===== src/rtl/wfgc_params.svh =====
// constants for the waveform generator control register block
`ifndef WFGC_PARAMS_SVH
`define WFGC_PARAMS_SVH
`define WFGC_ADDR_W        4
`define WFGC_OFF_CTRL0     4'h0
`define WFGC_OFF_CTRL2     4'h4
`define WFGC_OFF_STATUS    4'h8
`define WFGC_CTRL0_RESET   8'h00
`define WFGC_CTRL0_WMASK   8'hf9
`define WFGC_CTRL2_RESET   8'h00
`define WFGC_CTRL2_WMASK   8'h03
`define WFGC_BIT_EN        7
`define WFGC_BIT_OEB       6
`define WFGC_BIT_OEA       5
`define WFGC_BIT_POLB      4
`define WFGC_BIT_POLA      3
`define WFGC_BIT_CS        0
`define WFGC_BIT_OVRA      0
`define WFGC_BIT_OVRB      1
`endif


===== src/rtl/wfgc_pkg.sv =====
// types for the waveform generator control register block
package wfgc_pkg;
   typedef struct packed {
      logic module_enable;
      logic second_output_pin_enable;
      logic first_output_pin_enable;
      logic second_output_invert;
      logic first_output_invert;
      logic [1:0] unused;
      logic clock_source_select;
   } wfgc_ctrl0_type;

   typedef struct packed {
      logic first_out;
      logic second_out;
   } wfgc_pair_type;

   typedef enum logic [1:0] {
      WFGC_IDLE,
      WFGC_ACK
   } wfgc_bus_state_type;
endpackage : wfgc_pkg


===== src/rtl/wfgc_sync2.sv =====
// two flip-flop synchroniser for a pin level
`timescale 1ns/10ps
module wfgc_sync2 (
   input  wire logic ref_clk_i,
   input  wire logic rst_b_i,
   input  wire logic async_i,
   output logic      sync_o
);
   logic meta_q;

   always_ff @(posedge ref_clk_i) begin
      if (!rst_b_i) begin
         meta_q <= 1'b0;
         sync_o <= 1'b0;
      end else begin
         meta_q <= async_i;
         sync_o <= meta_q;
      end
   end
endmodule : wfgc_sync2


===== src/rtl/wfgc_out_stage.sv =====
// one output path: polarity, override select and pin gate
`timescale 1ns/10ps
module wfgc_out_stage (
   input  wire logic ref_clk_i,
   input  wire logic rst_b_i,
   input  wire logic run_i,
   input  wire logic wave_i,
   input  wire logic invert_i,
   input  wire logic shutdown_i,
   input  wire logic override_i,
   input  wire logic pin_en_i,
   output logic      pin_o,
   output logic      pin_oe_o
);
   logic level_d;

   always_comb begin
      // override level bypasses the polarity stage
      if (shutdown_i) begin
         level_d = override_i;
      end else begin
         level_d = run_i & (wave_i ^ invert_i);
      end
   end

   always_ff @(posedge ref_clk_i) begin
      if (!rst_b_i) begin
         pin_o    <= 1'b0;
         pin_oe_o <= 1'b0;
      end else begin
         pin_o    <= pin_en_i & level_d;
         pin_oe_o <= pin_en_i;
      end
   end
endmodule : wfgc_out_stage


===== src/rtl/wfgc_ctrl.sv =====
// waveform generator control register 0 with wishbone slave and pin stage
//
// Functional notes
// - bit 7 enables the generator
// - bit 6 gates second output onto pin
// - bit 5 gates first output onto pin
// - bits 4 and 3 invert second/first output
// - override levels skip polarity inversion
// - keep fast oscillator on in sleep while enabled, fast clock selected and source active
//
// Design decisions made here: the Wishbone register port and the register addresses.
`timescale 1ns/10ps
`include "wfgc_params.svh"
module wfgc_ctrl (
   input  wire logic                    ref_clk_i,
   input  wire logic                    rst_b_i,
   // ---------------------------------------------------------------
   // wishbone classic slave
   // ---------------------------------------------------------------
   input  wire logic                    wb_cyc_i,
   input  wire logic                    wb_stb_i,
   input  wire logic                    wb_we_i,
   input  wire logic [`WFGC_ADDR_W-1:0] wb_adr_i,
   input  wire logic [31:0]             wb_dat_i,
   input  wire logic [3:0]              wb_sel_i,
   output logic      [31:0]             wb_dat_o,
   output logic                         wb_ack_o,
   output logic                         wb_err_o,
   // ---------------------------------------------------------------
   // generator side
   // ---------------------------------------------------------------
   input  wire logic                    wave_src_i,
   input  wire logic                    src_active_i,
   input  wire logic                    shutdown_pin_i,
   input  wire logic                    sleep_i,
   output logic                         gen_clk_fast_o,
   output logic                         fast_osc_keep_o,
   output logic                         gen_run_o,
   output logic                         first_pin_o,
   output logic                         first_pin_oe_o,
   output logic                         second_pin_o,
   output logic                         second_pin_oe_o
);
   wfgc_pkg::wfgc_ctrl0_type  ctrl0_q;
   logic [7:0]                ctrl2_q;
   wfgc_pkg::wfgc_bus_state_type bus_q;
   wfgc_pkg::wfgc_pair_type   wave_q;
   logic                      wave_s;
   logic                      shut_s;
   logic                      req;
   logic                      hit_ctrl0;
   logic                      hit_ctrl2;
   logic                      hit_stat;
   logic                      mapped;
   logic [7:0]                rd_byte;
   logic [7:0]                stat_byte;
   logic                      shutdown;

   // ---------------------------------------------------------------
   // pin synchronisers
   // ---------------------------------------------------------------
   wfgc_sync2 u_sync_wave (
      .ref_clk_i (ref_clk_i),
      .rst_b_i   (rst_b_i),
      .async_i   (wave_src_i),
      .sync_o    (wave_s)
   );

   wfgc_sync2 u_sync_shut (
      .ref_clk_i (ref_clk_i),
      .rst_b_i   (rst_b_i),
      .async_i   (shutdown_pin_i),
      .sync_o    (shut_s)
   );

   // ---------------------------------------------------------------
   // bus decode
   // ---------------------------------------------------------------
   assign req       = wb_cyc_i & wb_stb_i & (bus_q == wfgc_pkg::WFGC_IDLE);
   assign hit_ctrl0 = (wb_adr_i == `WFGC_OFF_CTRL0);
   assign hit_ctrl2 = (wb_adr_i == `WFGC_OFF_CTRL2);
   assign hit_stat  = (wb_adr_i == `WFGC_OFF_STATUS);
   assign mapped    = hit_ctrl0 | hit_ctrl2 | hit_stat;

   assign shutdown  = shut_s;
   assign stat_byte = {4'h0, shutdown, fast_osc_keep_o, wave_q.first_out,
                       gen_run_o};

   always_comb begin
      rd_byte = 8'h00;
      if (hit_ctrl0) begin
         rd_byte = ctrl0_q & `WFGC_CTRL0_WMASK;
      end else if (hit_ctrl2) begin
         rd_byte = ctrl2_q & `WFGC_CTRL2_WMASK;
      end else if (hit_stat) begin
         rd_byte = stat_byte;
      end
   end

   // one ack (mapped) or err (unmapped) per request, dropped the next cycle
   always_ff @(posedge ref_clk_i) begin
      if (!rst_b_i) begin
         bus_q    <= wfgc_pkg::WFGC_IDLE;
         wb_ack_o <= 1'b0;
         wb_err_o <= 1'b0;
         wb_dat_o <= 32'h0000_0000;
      end else begin
         case (bus_q)
            wfgc_pkg::WFGC_IDLE: begin
               wb_ack_o <= req & mapped;
               wb_err_o <= req & ~mapped;
               if (req) begin
                  bus_q    <= wfgc_pkg::WFGC_ACK;
                  wb_dat_o <= {24'h00_0000, rd_byte};
               end
            end
            wfgc_pkg::WFGC_ACK: begin
               wb_ack_o <= 1'b0;
               wb_err_o <= 1'b0;
               bus_q    <= wfgc_pkg::WFGC_IDLE;
            end
            default: begin
               bus_q    <= wfgc_pkg::WFGC_IDLE;
               wb_ack_o <= 1'b0;
               wb_err_o <= 1'b0;
            end
         endcase
      end
   end

   // ---------------------------------------------------------------
   // control registers
   // ---------------------------------------------------------------
   // software is expected to clear enable before reconfiguring
   always_ff @(posedge ref_clk_i) begin
      if (!rst_b_i) begin
         ctrl0_q <= `WFGC_CTRL0_RESET;
      end else if (req && wb_we_i && hit_ctrl0 && wb_sel_i[0]) begin
         ctrl0_q <= wb_dat_i[7:0] & `WFGC_CTRL0_WMASK;
      end
   end

   always_ff @(posedge ref_clk_i) begin
      if (!rst_b_i) begin
         ctrl2_q <= `WFGC_CTRL2_RESET;
      end else if (req && wb_we_i && hit_ctrl2 && wb_sel_i[0]) begin
         ctrl2_q <= wb_dat_i[7:0] & `WFGC_CTRL2_WMASK;
      end
   end

   // ---------------------------------------------------------------
   // generator core
   // ---------------------------------------------------------------
   assign gen_run_o      = ctrl0_q[`WFGC_BIT_EN];
   assign gen_clk_fast_o = ctrl0_q[`WFGC_BIT_CS];
   // sleep does not stop the fast oscillator while it is in use
   assign fast_osc_keep_o = gen_run_o & src_active_i
                            & gen_clk_fast_o;

   // complementary pair; dead band lives elsewhere
   always_ff @(posedge ref_clk_i) begin
      if (!rst_b_i) begin
         wave_q <= 2'b00;
      end else if (gen_run_o) begin
         wave_q.first_out  <= wave_s;
         wave_q.second_out <= ~wave_s;
      end else begin
         wave_q <= 2'b00;
      end
   end

   wfgc_out_stage u_first (
      .ref_clk_i  (ref_clk_i),
      .rst_b_i    (rst_b_i),
      .run_i      (gen_run_o),
      .wave_i     (wave_q.first_out),
      .invert_i   (ctrl0_q[`WFGC_BIT_POLA]),
      .shutdown_i (shutdown),
      .override_i (ctrl2_q[`WFGC_BIT_OVRA]),
      .pin_en_i   (ctrl0_q[`WFGC_BIT_OEA]),
      .pin_o      (first_pin_o),
      .pin_oe_o   (first_pin_oe_o)
   );

   wfgc_out_stage u_second (
      .ref_clk_i  (ref_clk_i),
      .rst_b_i    (rst_b_i),
      .run_i      (gen_run_o),
      .wave_i     (wave_q.second_out),
      .invert_i   (ctrl0_q[`WFGC_BIT_POLB]),
      .shutdown_i (shutdown),
      .override_i (ctrl2_q[`WFGC_BIT_OVRB]),
      .pin_en_i   (ctrl0_q[`WFGC_BIT_OEB]),
      .pin_o      (second_pin_o),
      .pin_oe_o   (second_pin_oe_o)
   );

   // ---------------------------------------------------------------
   // assertions
   // ---------------------------------------------------------------
   property p_enable_runs;
      @(posedge ref_clk_i) disable iff (!rst_b_i)
      (req && wb_we_i && hit_ctrl0 && wb_sel_i[0])
      |=> gen_run_o == $past(wb_dat_i[`WFGC_BIT_EN]);
   endproperty
   a_enable_runs: assert property (p_enable_runs)
      else $error("run does not follow enable");

   property p_second_gate;
      @(posedge ref_clk_i) disable iff (!rst_b_i)
      !ctrl0_q[`WFGC_BIT_OEB] |=> !second_pin_oe_o && !second_pin_o;
   endproperty
   a_second_gate: assert property (p_second_gate)
      else $error("second output reached pin while gated");

   property p_first_gate;
      @(posedge ref_clk_i) disable iff (!rst_b_i)
      !ctrl0_q[`WFGC_BIT_OEA] |=> !first_pin_oe_o && !first_pin_o;
   endproperty
   a_first_gate: assert property (p_first_gate)
      else $error("first output reached pin while gated");

   property p_first_polarity;
      @(posedge ref_clk_i) disable iff (!rst_b_i)
      (ctrl0_q[`WFGC_BIT_OEA] && gen_run_o && !shutdown)
      |=> first_pin_o == ($past(wave_q.first_out)
                          ^ $past(ctrl0_q[`WFGC_BIT_POLA]));
   endproperty
   a_first_polarity: assert property (p_first_polarity)
      else $error("first output polarity wrong");

   property p_second_polarity;
      @(posedge ref_clk_i) disable iff (!rst_b_i)
      (ctrl0_q[`WFGC_BIT_OEB] && gen_run_o && !shutdown)
      |=> second_pin_o == ($past(wave_q.second_out)
                           ^ $past(ctrl0_q[`WFGC_BIT_POLB]));
   endproperty
   a_second_polarity: assert property (p_second_polarity)
      else $error("second output polarity wrong");

   property p_unused_zero;
      @(posedge ref_clk_i) disable iff (!rst_b_i)
      (wb_ack_o && $past(hit_ctrl0)) |-> wb_dat_o[2:1] == 2'b00;
   endproperty
   a_unused_zero: assert property (p_unused_zero)
      else $error("unimplemented bits read nonzero");

   property p_override;
      @(posedge ref_clk_i) disable iff (!rst_b_i)
      (shutdown && ctrl0_q[`WFGC_BIT_OEA])
      |=> first_pin_o == $past(ctrl2_q[`WFGC_BIT_OVRA]);
   endproperty
   a_override: assert property (p_override)
      else $error("override level altered");

   property p_keep_osc;
      @(posedge ref_clk_i) disable iff (!rst_b_i)
      (sleep_i && gen_run_o && src_active_i && gen_clk_fast_o)
      |-> fast_osc_keep_o;
   endproperty
   a_keep_osc: assert property (p_keep_osc)
      else $error("fast oscillator dropped in sleep");

   property p_ack_once;
      @(posedge ref_clk_i) disable iff (!rst_b_i)
      wb_ack_o |=> !wb_ack_o;
   endproperty
   a_ack_once: assert property (p_ack_once)
      else $error("ack held two cycles");

   property p_first_oe;
      @(posedge ref_clk_i) disable iff (!rst_b_i)
      ctrl0_q[`WFGC_BIT_OEA] |=> first_pin_oe_o;
   endproperty
   a_first_oe: assert property (p_first_oe)
      else $error("first pin enable did not follow its bit");

   property p_second_oe;
      @(posedge ref_clk_i) disable iff (!rst_b_i)
      ctrl0_q[`WFGC_BIT_OEB] |=> second_pin_oe_o;
   endproperty
   a_second_oe: assert property (p_second_oe)
      else $error("second pin enable did not follow its bit");

   // a stopped generator leaves both pins low outside shutdown
   property p_disabled_low;
      @(posedge ref_clk_i) disable iff (!rst_b_i)
      (!gen_run_o && !shutdown) |=> !first_pin_o && !second_pin_o;
   endproperty
   a_disabled_low: assert property (p_disabled_low)
      else $error("pins driven while generator disabled");

   property p_masked_write;
      @(posedge ref_clk_i) disable iff (!rst_b_i)
      (req && wb_we_i && !(hit_ctrl0 && wb_sel_i[0])) |=> $stable(ctrl0_q);
   endproperty
   a_masked_write: assert property (p_masked_write)
      else $error("control register changed without a lane 0 write");

   c_write_ctrl0: cover property (@(posedge ref_clk_i)
      req && wb_we_i && hit_ctrl0);
   c_run_shut: cover property (@(posedge ref_clk_i)
      gen_run_o && shutdown);
   c_bad_addr: cover property (@(posedge ref_clk_i) wb_err_o);
   c_invert_both: cover property (@(posedge ref_clk_i)
      gen_run_o && ctrl0_q[`WFGC_BIT_POLA] && ctrl0_q[`WFGC_BIT_POLB]);
   c_keep_sleep: cover property (@(posedge ref_clk_i)
      sleep_i && fast_osc_keep_o);
endmodule : wfgc_ctrl


===== config.mk =====
export PLATFORM = sky130hd
export DESIGN_NAME = wfgc_ctrl
export DESIGN_NICKNAME = d
export VERILOG_FILES = /design/src/rtl/wfgc_pkg.sv /design/src/rtl/wfgc_sync2.sv /design/src/rtl/wfgc_out_stage.sv /design/src/rtl/wfgc_ctrl.sv
export VERILOG_INCLUDE_DIRS = /design/src /design/src/rtl
export SDC_FILE = /design/constraint.sdc
export NUM_CORES = 1
export LEC_CHECK = 0
export BUFFER_PORTS_ARGS = -buffer_cell sky130_fd_sc_hd__buf_2
export CORE_MARGIN = 4
export CORE_UTILIZATION = 41
export CTS_CLUSTER_DIAMETER = 100
export CTS_CLUSTER_SIZE = 25
export DETAILED_ROUTE_END_ITERATION = 6
export PLACE_DENSITY = 0.79
export SETUP_SLACK_MARGIN = 0.05
export SLEW_MARGIN = 15
export SYNTH_ARGS = -nofsm -noshare
export SYNTH_HDL_FRONTEND = slang
export SYNTH_SLANG_ARGS = --single-unit

===== constraint.sdc =====
create_clock -name ref_clk_i -period 1.7 [get_ports ref_clk_i]
set_input_delay 0.17 -clock ref_clk_i [delete_from_list [all_inputs] [get_ports ref_clk_i]]
set_output_delay 0.17 -clock ref_clk_i [all_outputs]
set_load 0.02 [all_outputs]

==> results_dict.tcl, run 1 <==
set metrics [dict create \
    powerDensity_nw_per_um2 815 \
    clock_sinks 29 \
    synth-edff-count 0 \
    power_switching_uw 311 \
    hp-class "in2reg" \
    critPathKind "reg2reg" \
    die_h_um 64.7 \
    track_usage_pct 13.0 \
    synth.distinct_cells 28 \
    wl_mm 2.52 \
    cts_setup_buffers 0 \
    fin_skew_ns 0.00529 \
    cp_slowest_cell "and4_1" \
    cts_buffers 5 \
    cap_viol_max_count 0 \
    fin_ws_ns 0.414 \
    dpl_worst_slack_ns 0.285 \
    use_met1_pct 13.8 \
    drive_above_1_share_pct 26.8 \
    hold_path_depth 2 \
    async_reset_ff_share_pct 0 \
    clock_latency_ns 0.32 \
    power_mw 1.23 \
    synth_commonest_cells "dfxtp_1, buf_4, nand2_1" \
    final_hold_viol_count 0 \
    grt_pass1_wl_mm 4.02 \
    setup_violations 0 \
    port_buffers 36 \
    synthTopCellsByArea "dfxtp_1, buf_4, mux2i_1" \
    fmax_mhz 777 \
    cts_max_level 2 \
    rsz0062_at_grt "false" \
    grt-busiest-layer "met2" \
    synth_top_cell_area_share_pct 44.1 \
    seqPwrFrac_pct 56.1 \
    synth_most_common_cell "dfxtp_1" \
    p_leak_nw 0.708 \
    die_w_um 64.7 \
    grt_pass1_vias 917 \
    rows 20 \
    final_util_pct 49.3 \
    clock_path_buffers 2 \
    post_drt_wl_per_cell_um 11.3 \
    clkPwrFrac_pct 33.5 \
    synthCells 139 \
    r2r-start "bus_q[0]" \
    final-instance-count-excl-fill 223 \
    combPwrFrac_pct 10.4 \
    gp_congestion 0.803 \
    seq_area_frac_synth_pct 44.1 \
    setup_tns_ns 0 \
    grt-ovfl-total 0 \
    die_area_um2 4180 \
    period_minus_slack_ns 1.29 \
    start_util_pct 43.2 \
    yosys_warnings 0 \
    ys.flop_type "dfxtp_1" \
    use_met2_pct 22.3 \
    drt_iter0_drc 47 \
    crit_fanout 6 \
    cts_tree "built" \
    worstSetupStartpointType "flop" \
    postCtsHoldBufs 0 \
    regToRegEndpoint "ctrl0_q[6]" \
    sw_frac_of_total_pct 25.3 \
    nNetsFinal 228 \
    cts_resized 0 \
    syn2layout_area_growth_pct 14.3 \
    coreArea_um2 3050 \
    pin_count 90 \
    hpwl_mm 2.00 \
    synth_seq_cells 29 \
    firstDrtPassIters 4 \
    p_int_uw 917 \
    cp.arrival_ns 1.54 \
    reg2reg_slack_ns 0.41 \
    met3_usage_pct 4.33 \
    irDropWorstVdd_mv 0.468 \
    insertedDiodeCount 0 \
    cts-root-buf "clkbuf_4" \
    routed_via_density 4.34 \
    hp-start "wave_src_i" \
    drv_slew 0 \
    r2r_cells 3 \
    endpoint_kind "flop" \
    fin_crit_sh_pct 75.7 \
    yosysTopAreaCell "dfxtp_1" \
    syn_area_um2 1320 \
    fill_cells 319 \
    path_cells "and3b_1 > and4_1 > mux2i_1" \
    status "finished clean" \
    whs_endpoint "u_sync_wave.meta_q" \
    ant_nets 0 \
    worstPathRequired_ns 1.96 \
    antenna_found_initial 0 \
    grt_max_degree 17 \
    avgSynthCellArea_um2 9.48 \
    cts.clk_slew.worst_paths_ns 0.08 \
    max_stage_delay_ns 0.46 \
    dp_cells 216 \
    vias 968 \
    post-route-drc-count 0 \
]
==> stage by stage <==
step / cell area [µm²] / hold slack [ns]
after floorplan: 1400 / 0.297
after global placement: 1450 / 0.379
after detailed placement: 1450 / 0.381
after CTS: 1510 / 0.0290
after global routing: 1510 / 0.0554
final: 1510 / 0.0508
==> cells by family after synthesis <==
kind of cell / after synthesis / synth area share (%)
flip-flops: 29 / 44.1
other: 1 / 0.285
XOR/XNOR: 2 / 1.33
multiplexers: 10 / 7.69
buffers and inverters: 32 / 17.1
AND/OR/NAND/NOR: 52 / 21.8
AO/OA/AOI/OAI: 13 / 7.69
==> worst max-delay path by stage <==
stage,cells after the start,startpoint,slack (ns),end
final,3,bus_q[0],0.41,ctrl0_q[6]
after global routing,3,bus_q[0],0.29,ctrl0_q[3]
after CTS,3,bus_q[0],0.38,ctrl0_q[5]
after detailed placement,4,wb_adr_i[3],0.28,ctrl0_q[5]
after global placement,4,wb_adr_i[2],0.32,ctrl0_q[6]
after floorplan,5,bus_q[0],0.42,gen_clk_fast_o
==> sequential cells by signal (all words and copies together) (netlist names) <==
register            cells
bus_q                   1
u_sync_shut.sync_o      1
u_sync_shut.meta_q      1
u_second.pin_oe_o       1
u_sync_wave.meta_q      1
wave_q                  1
u_sync_wave.sync_o      1
u_first.pin_oe_o        1
wb_dat_o                8
wb_err_o                1
gen_run_o               1
u_second.pin_o          1
wb_ack_o                1
ctrl0_q                 4
gen_clk_fast_o          1
u_first.pin_o           1
ctrl2_q                 2
stat_byte               1
==> metal layers <==
layer | part of all wire, % | wire length [µm]
met1 | 43 | 1080
met2 | 48 | 1200
met3 | 8.2 | 206
met4 | 1.2 | 30
met5 | 0 | 0
==> power by group through the flow <==
stage / sequential (mW) / clock, mW / combinational [mW]
global placement: 0.704 / 0 / 0.125
CTS: 0.688 / 0.433 / 0.127
floorplan: 0.706 / 0 / 0.126
detailed placement: 0.705 / 0 / 0.126
finish: 0.688 / 0.411 / 0.128
global route: 0.689 / 0.451 / 0.140
==> layout by cell type, fill, tap and decap left out, types with 2 or more instances in the layout <==
cell type / synthesis / routed
nand2_1: 22 / 22
buf_2: 0 / 36
and2_1: 5 / 5
a22oi_1: 2 / 2
clkbuf_4: 0 / 5
nand3b_1: 4 / 4
inv_1: 2 / 2
buf_4: 24 / 4
dfxtp_1: 29 / 29
and4_1: 2 / 2
conb_1: 1 / 24
nor2_1: 3 / 3
nor2b_1: 2 / 2
nor4b_1: 2 / 2
a21boi_0: 7 / 7
mux2i_1: 9 / 9
and3_1: 3 / 3
xor2_1: 2 / 2
nand3_1: 5 / 5
==> critical path, delay by kind of cell (launching register included) <==
family	cells	cell delay [ns]
flops	1	0.31
mux	1	0.23
simple gates	2	0.69
==> cell type report <==
type                    instances  area (µm²)  area share (%)
repair buffers                 40         210            14.0
flip-flops and latches         29         581            38.5
inverters                       2        7.51           0.498
clock buffers                   7        55.1            3.65
well taps                      44        55.1            3.65
multi-input cells             101         598            39.7
Note: power is estimated with default switching activity, not from simulation.
==> inputs of run 2 (changes only) <==
==> constraint.sdc (replaced) <==
create_clock -name ref_clk_i -period 1.2 [get_ports ref_clk_i]
set_input_delay 0.12 -clock ref_clk_i [delete_from_list [all_inputs] [get_ports ref_clk_i]]
set_output_delay 0.12 -clock ref_clk_i [all_outputs]
set_load 0.02 [all_outputs]
==> run 2 against run 1 <==
Cell count is 4.5% higher. Hold slack worse by 0.013 ns. The run now ends with negative setup slack left. Non-clock buffer count is 9 higher.
==> results_dict.tcl, run 2 (synthesis results as in run 1) <==
set metrics [dict create \
    die_w_um 64.7 \
    max_stage_delay_ns 0.31 \
    critPathKind "reg2reg" \
    layout_commonest_cell "buf_2" \
    multiInputGateArea_um2 607 \
    endpoint_kind "flop" \
    rows 20 \
    final_cell_mix "buf_2, dfxtp_1, conb_1" \
    worstSetupStartpointType "flop" \
    ant_nets 0 \
    insertedDiodeCount 0 \
    dpl-instance-area_um2 1490 \
    grt_pass1_vias 938 \
    period_minus_slack_ns 1.20 \
    hp-class "in2reg" \
    gp_congestion 0.865 \
    clock_path_buffers 2 \
    firstDrtPassIters 4 \
    track_usage_pct 12.9 \
    dpl_worst_slack_ns -0.0682 \
    reg2reg_slack_ns -0.004 \
    cap_viol_max_count 0 \
    seq_area_um2 586 \
    path_cells "and3b_2 > and4_4 > buf_12 > mux2i_1" \
    irDropWorstVdd_mv 0.559 \
    drt_iter0_drc 76 \
    regMostFlops "wb_dat_o" \
    wl_mm 2.55 \
    status "finished with violations" \
    post_drt_wl_per_cell_um 10.9 \
    powerDensity_nw_per_um2 1120 \
    violations "negative setup slack" \
    top_regs "wb_dat_o: 8 flops, ctrl0_q: 4 flops, ctrl2_q: 2 flops" \
    start_util_pct 43.2 \
    regToRegEndpoint "gen_run_o" \
    clock_sinks 29 \
    critPathBufInv 1 \
    fin_crit_sh_pct 100 \
    port_buffers 36 \
    crit_start "bus_q[0]" \
    post-route-drc-count 0 \
    cts.clk_slew.worst_paths_ns 0.09 \
    cts_tree "built" \
    coreArea_um2 3050 \
    rsz0062_at_grt "true" \
    cp.arrival_ns 1.45 \
    die_h_um 64.7 \
    cts_buffers 5 \
    drive_above_1_share_pct 32.8 \
    r2r-start "bus_q[0]" \
    drv_slew 0 \
    pin_count 90 \
    grt_pass1_wl_mm 4.17 \
    syn2layout_area_growth_pct 23.5 \
    whs_ns 0.0380 \
    grt_max_degree 28 \
    fin_ws_ns -0.00448 \
    worstPathRequired_ns 1.44 \
    nNetsFinal 237 \
    final_hold_viol_count 0 \
    die_area_um2 4180 \
    clock_latency_ns 0.32 \
    grt-ovfl-total 0 \
    hpwl_mm 1.91 \
    largest_reg_flops 8 \
    antenna_found_initial 0 \
    vias 1015 \
    power_mw 1.83 \
    fmax_mhz 830 \
    cp-endpoint "gen_run_o" \
    setup_violations 1 \
    fin_skew_ns 0.0109 \
    p_leak_nw 0.766 \
    cp_slowest_cell "dfxtp_1" \
    cts-root-buf "clkbuf_4" \
    cts_max_level 2 \
    routed_via_density 4.36 \
    worst-path-stages 4 \
    path_delay_family "simple AND/OR/NAND/NOR gates" \
    fill_cells 309 \
    r2r_cells 4 \
    final_area_um2 1630 \
    crit_fanout 6 \
]
run 2: power by group:
part	switching (mW)	internal [mW]	leakage [nW]
registers	0.00373	0.969	0.236
logic	0.132	0.0651	0.489
clock network	0.317	0.339	0.0413
run 2: tightest hold or removal path: cells and delay by family:
family,cells,cell delay (ns)
multiplexers,1,0.06
buffers and inverters,1,0.10
AND/OR/NAND/NOR,1,0.04
run 2: worst min path at each step:
stage                   start  cells past startpoint  slack (ns)            endpoint
3_3_place_gp   shutdown_pin_i                      2        0.33  u_sync_shut.meta_q
5_1_grt           wb_dat_i[5]                      3        0.01          ctrl0_q[5]
2_1_floorplan  shutdown_pin_i                      1        0.25  u_sync_shut.meta_q
6_report          wb_dat_i[5]                      3        0.04          ctrl0_q[5]
3_5_place_dp       wave_src_i                      2        0.33  u_sync_wave.meta_q
4_1_cts           wb_dat_i[5]                      3        0.03          ctrl0_q[5]
run 2: per-stage QoR:
step            TNS, ns  util, %  std cells
3_3_place_gp     -0.294     48.9        220
4_1_cts        -0.00748     52.7        231
5_1_grt          -0.322     53.3        233
6_report       -0.00448     53.3        233
2_1_floorplan         0        -        162
3_5_place_dp     -0.359     48.9        220
run 2: timing repair:
item	4_1_cts	5_1_grt
endpoints found under the hold margin	2	0
pin swaps	1	1
hold buffers	2	0
gates resized for setup	7	3
setup endpoints to repair	10	12
buffers inserted	1	2
run 2: cell type report:
cell class	count	share of cell area, %
clock buffer	7	4.00
sequential	29	36.0
inverter	2	0.462
clock inverter	1	0.308
multi-input combinational	101	37.3
timing repair buffer	49	18.5
tap	44	3.38
run 2: per-layer routing:
layer / wire [µm] / up-vias / global-route usage, %
li1: - / 521 / -
met1: 1090 / 450 / 14.9
met2: 1190 / 40 / 20.6
met3: 226 / 4 / 6.24
met4: 36 / 0 / 4.75
met5: 0 / - / 0
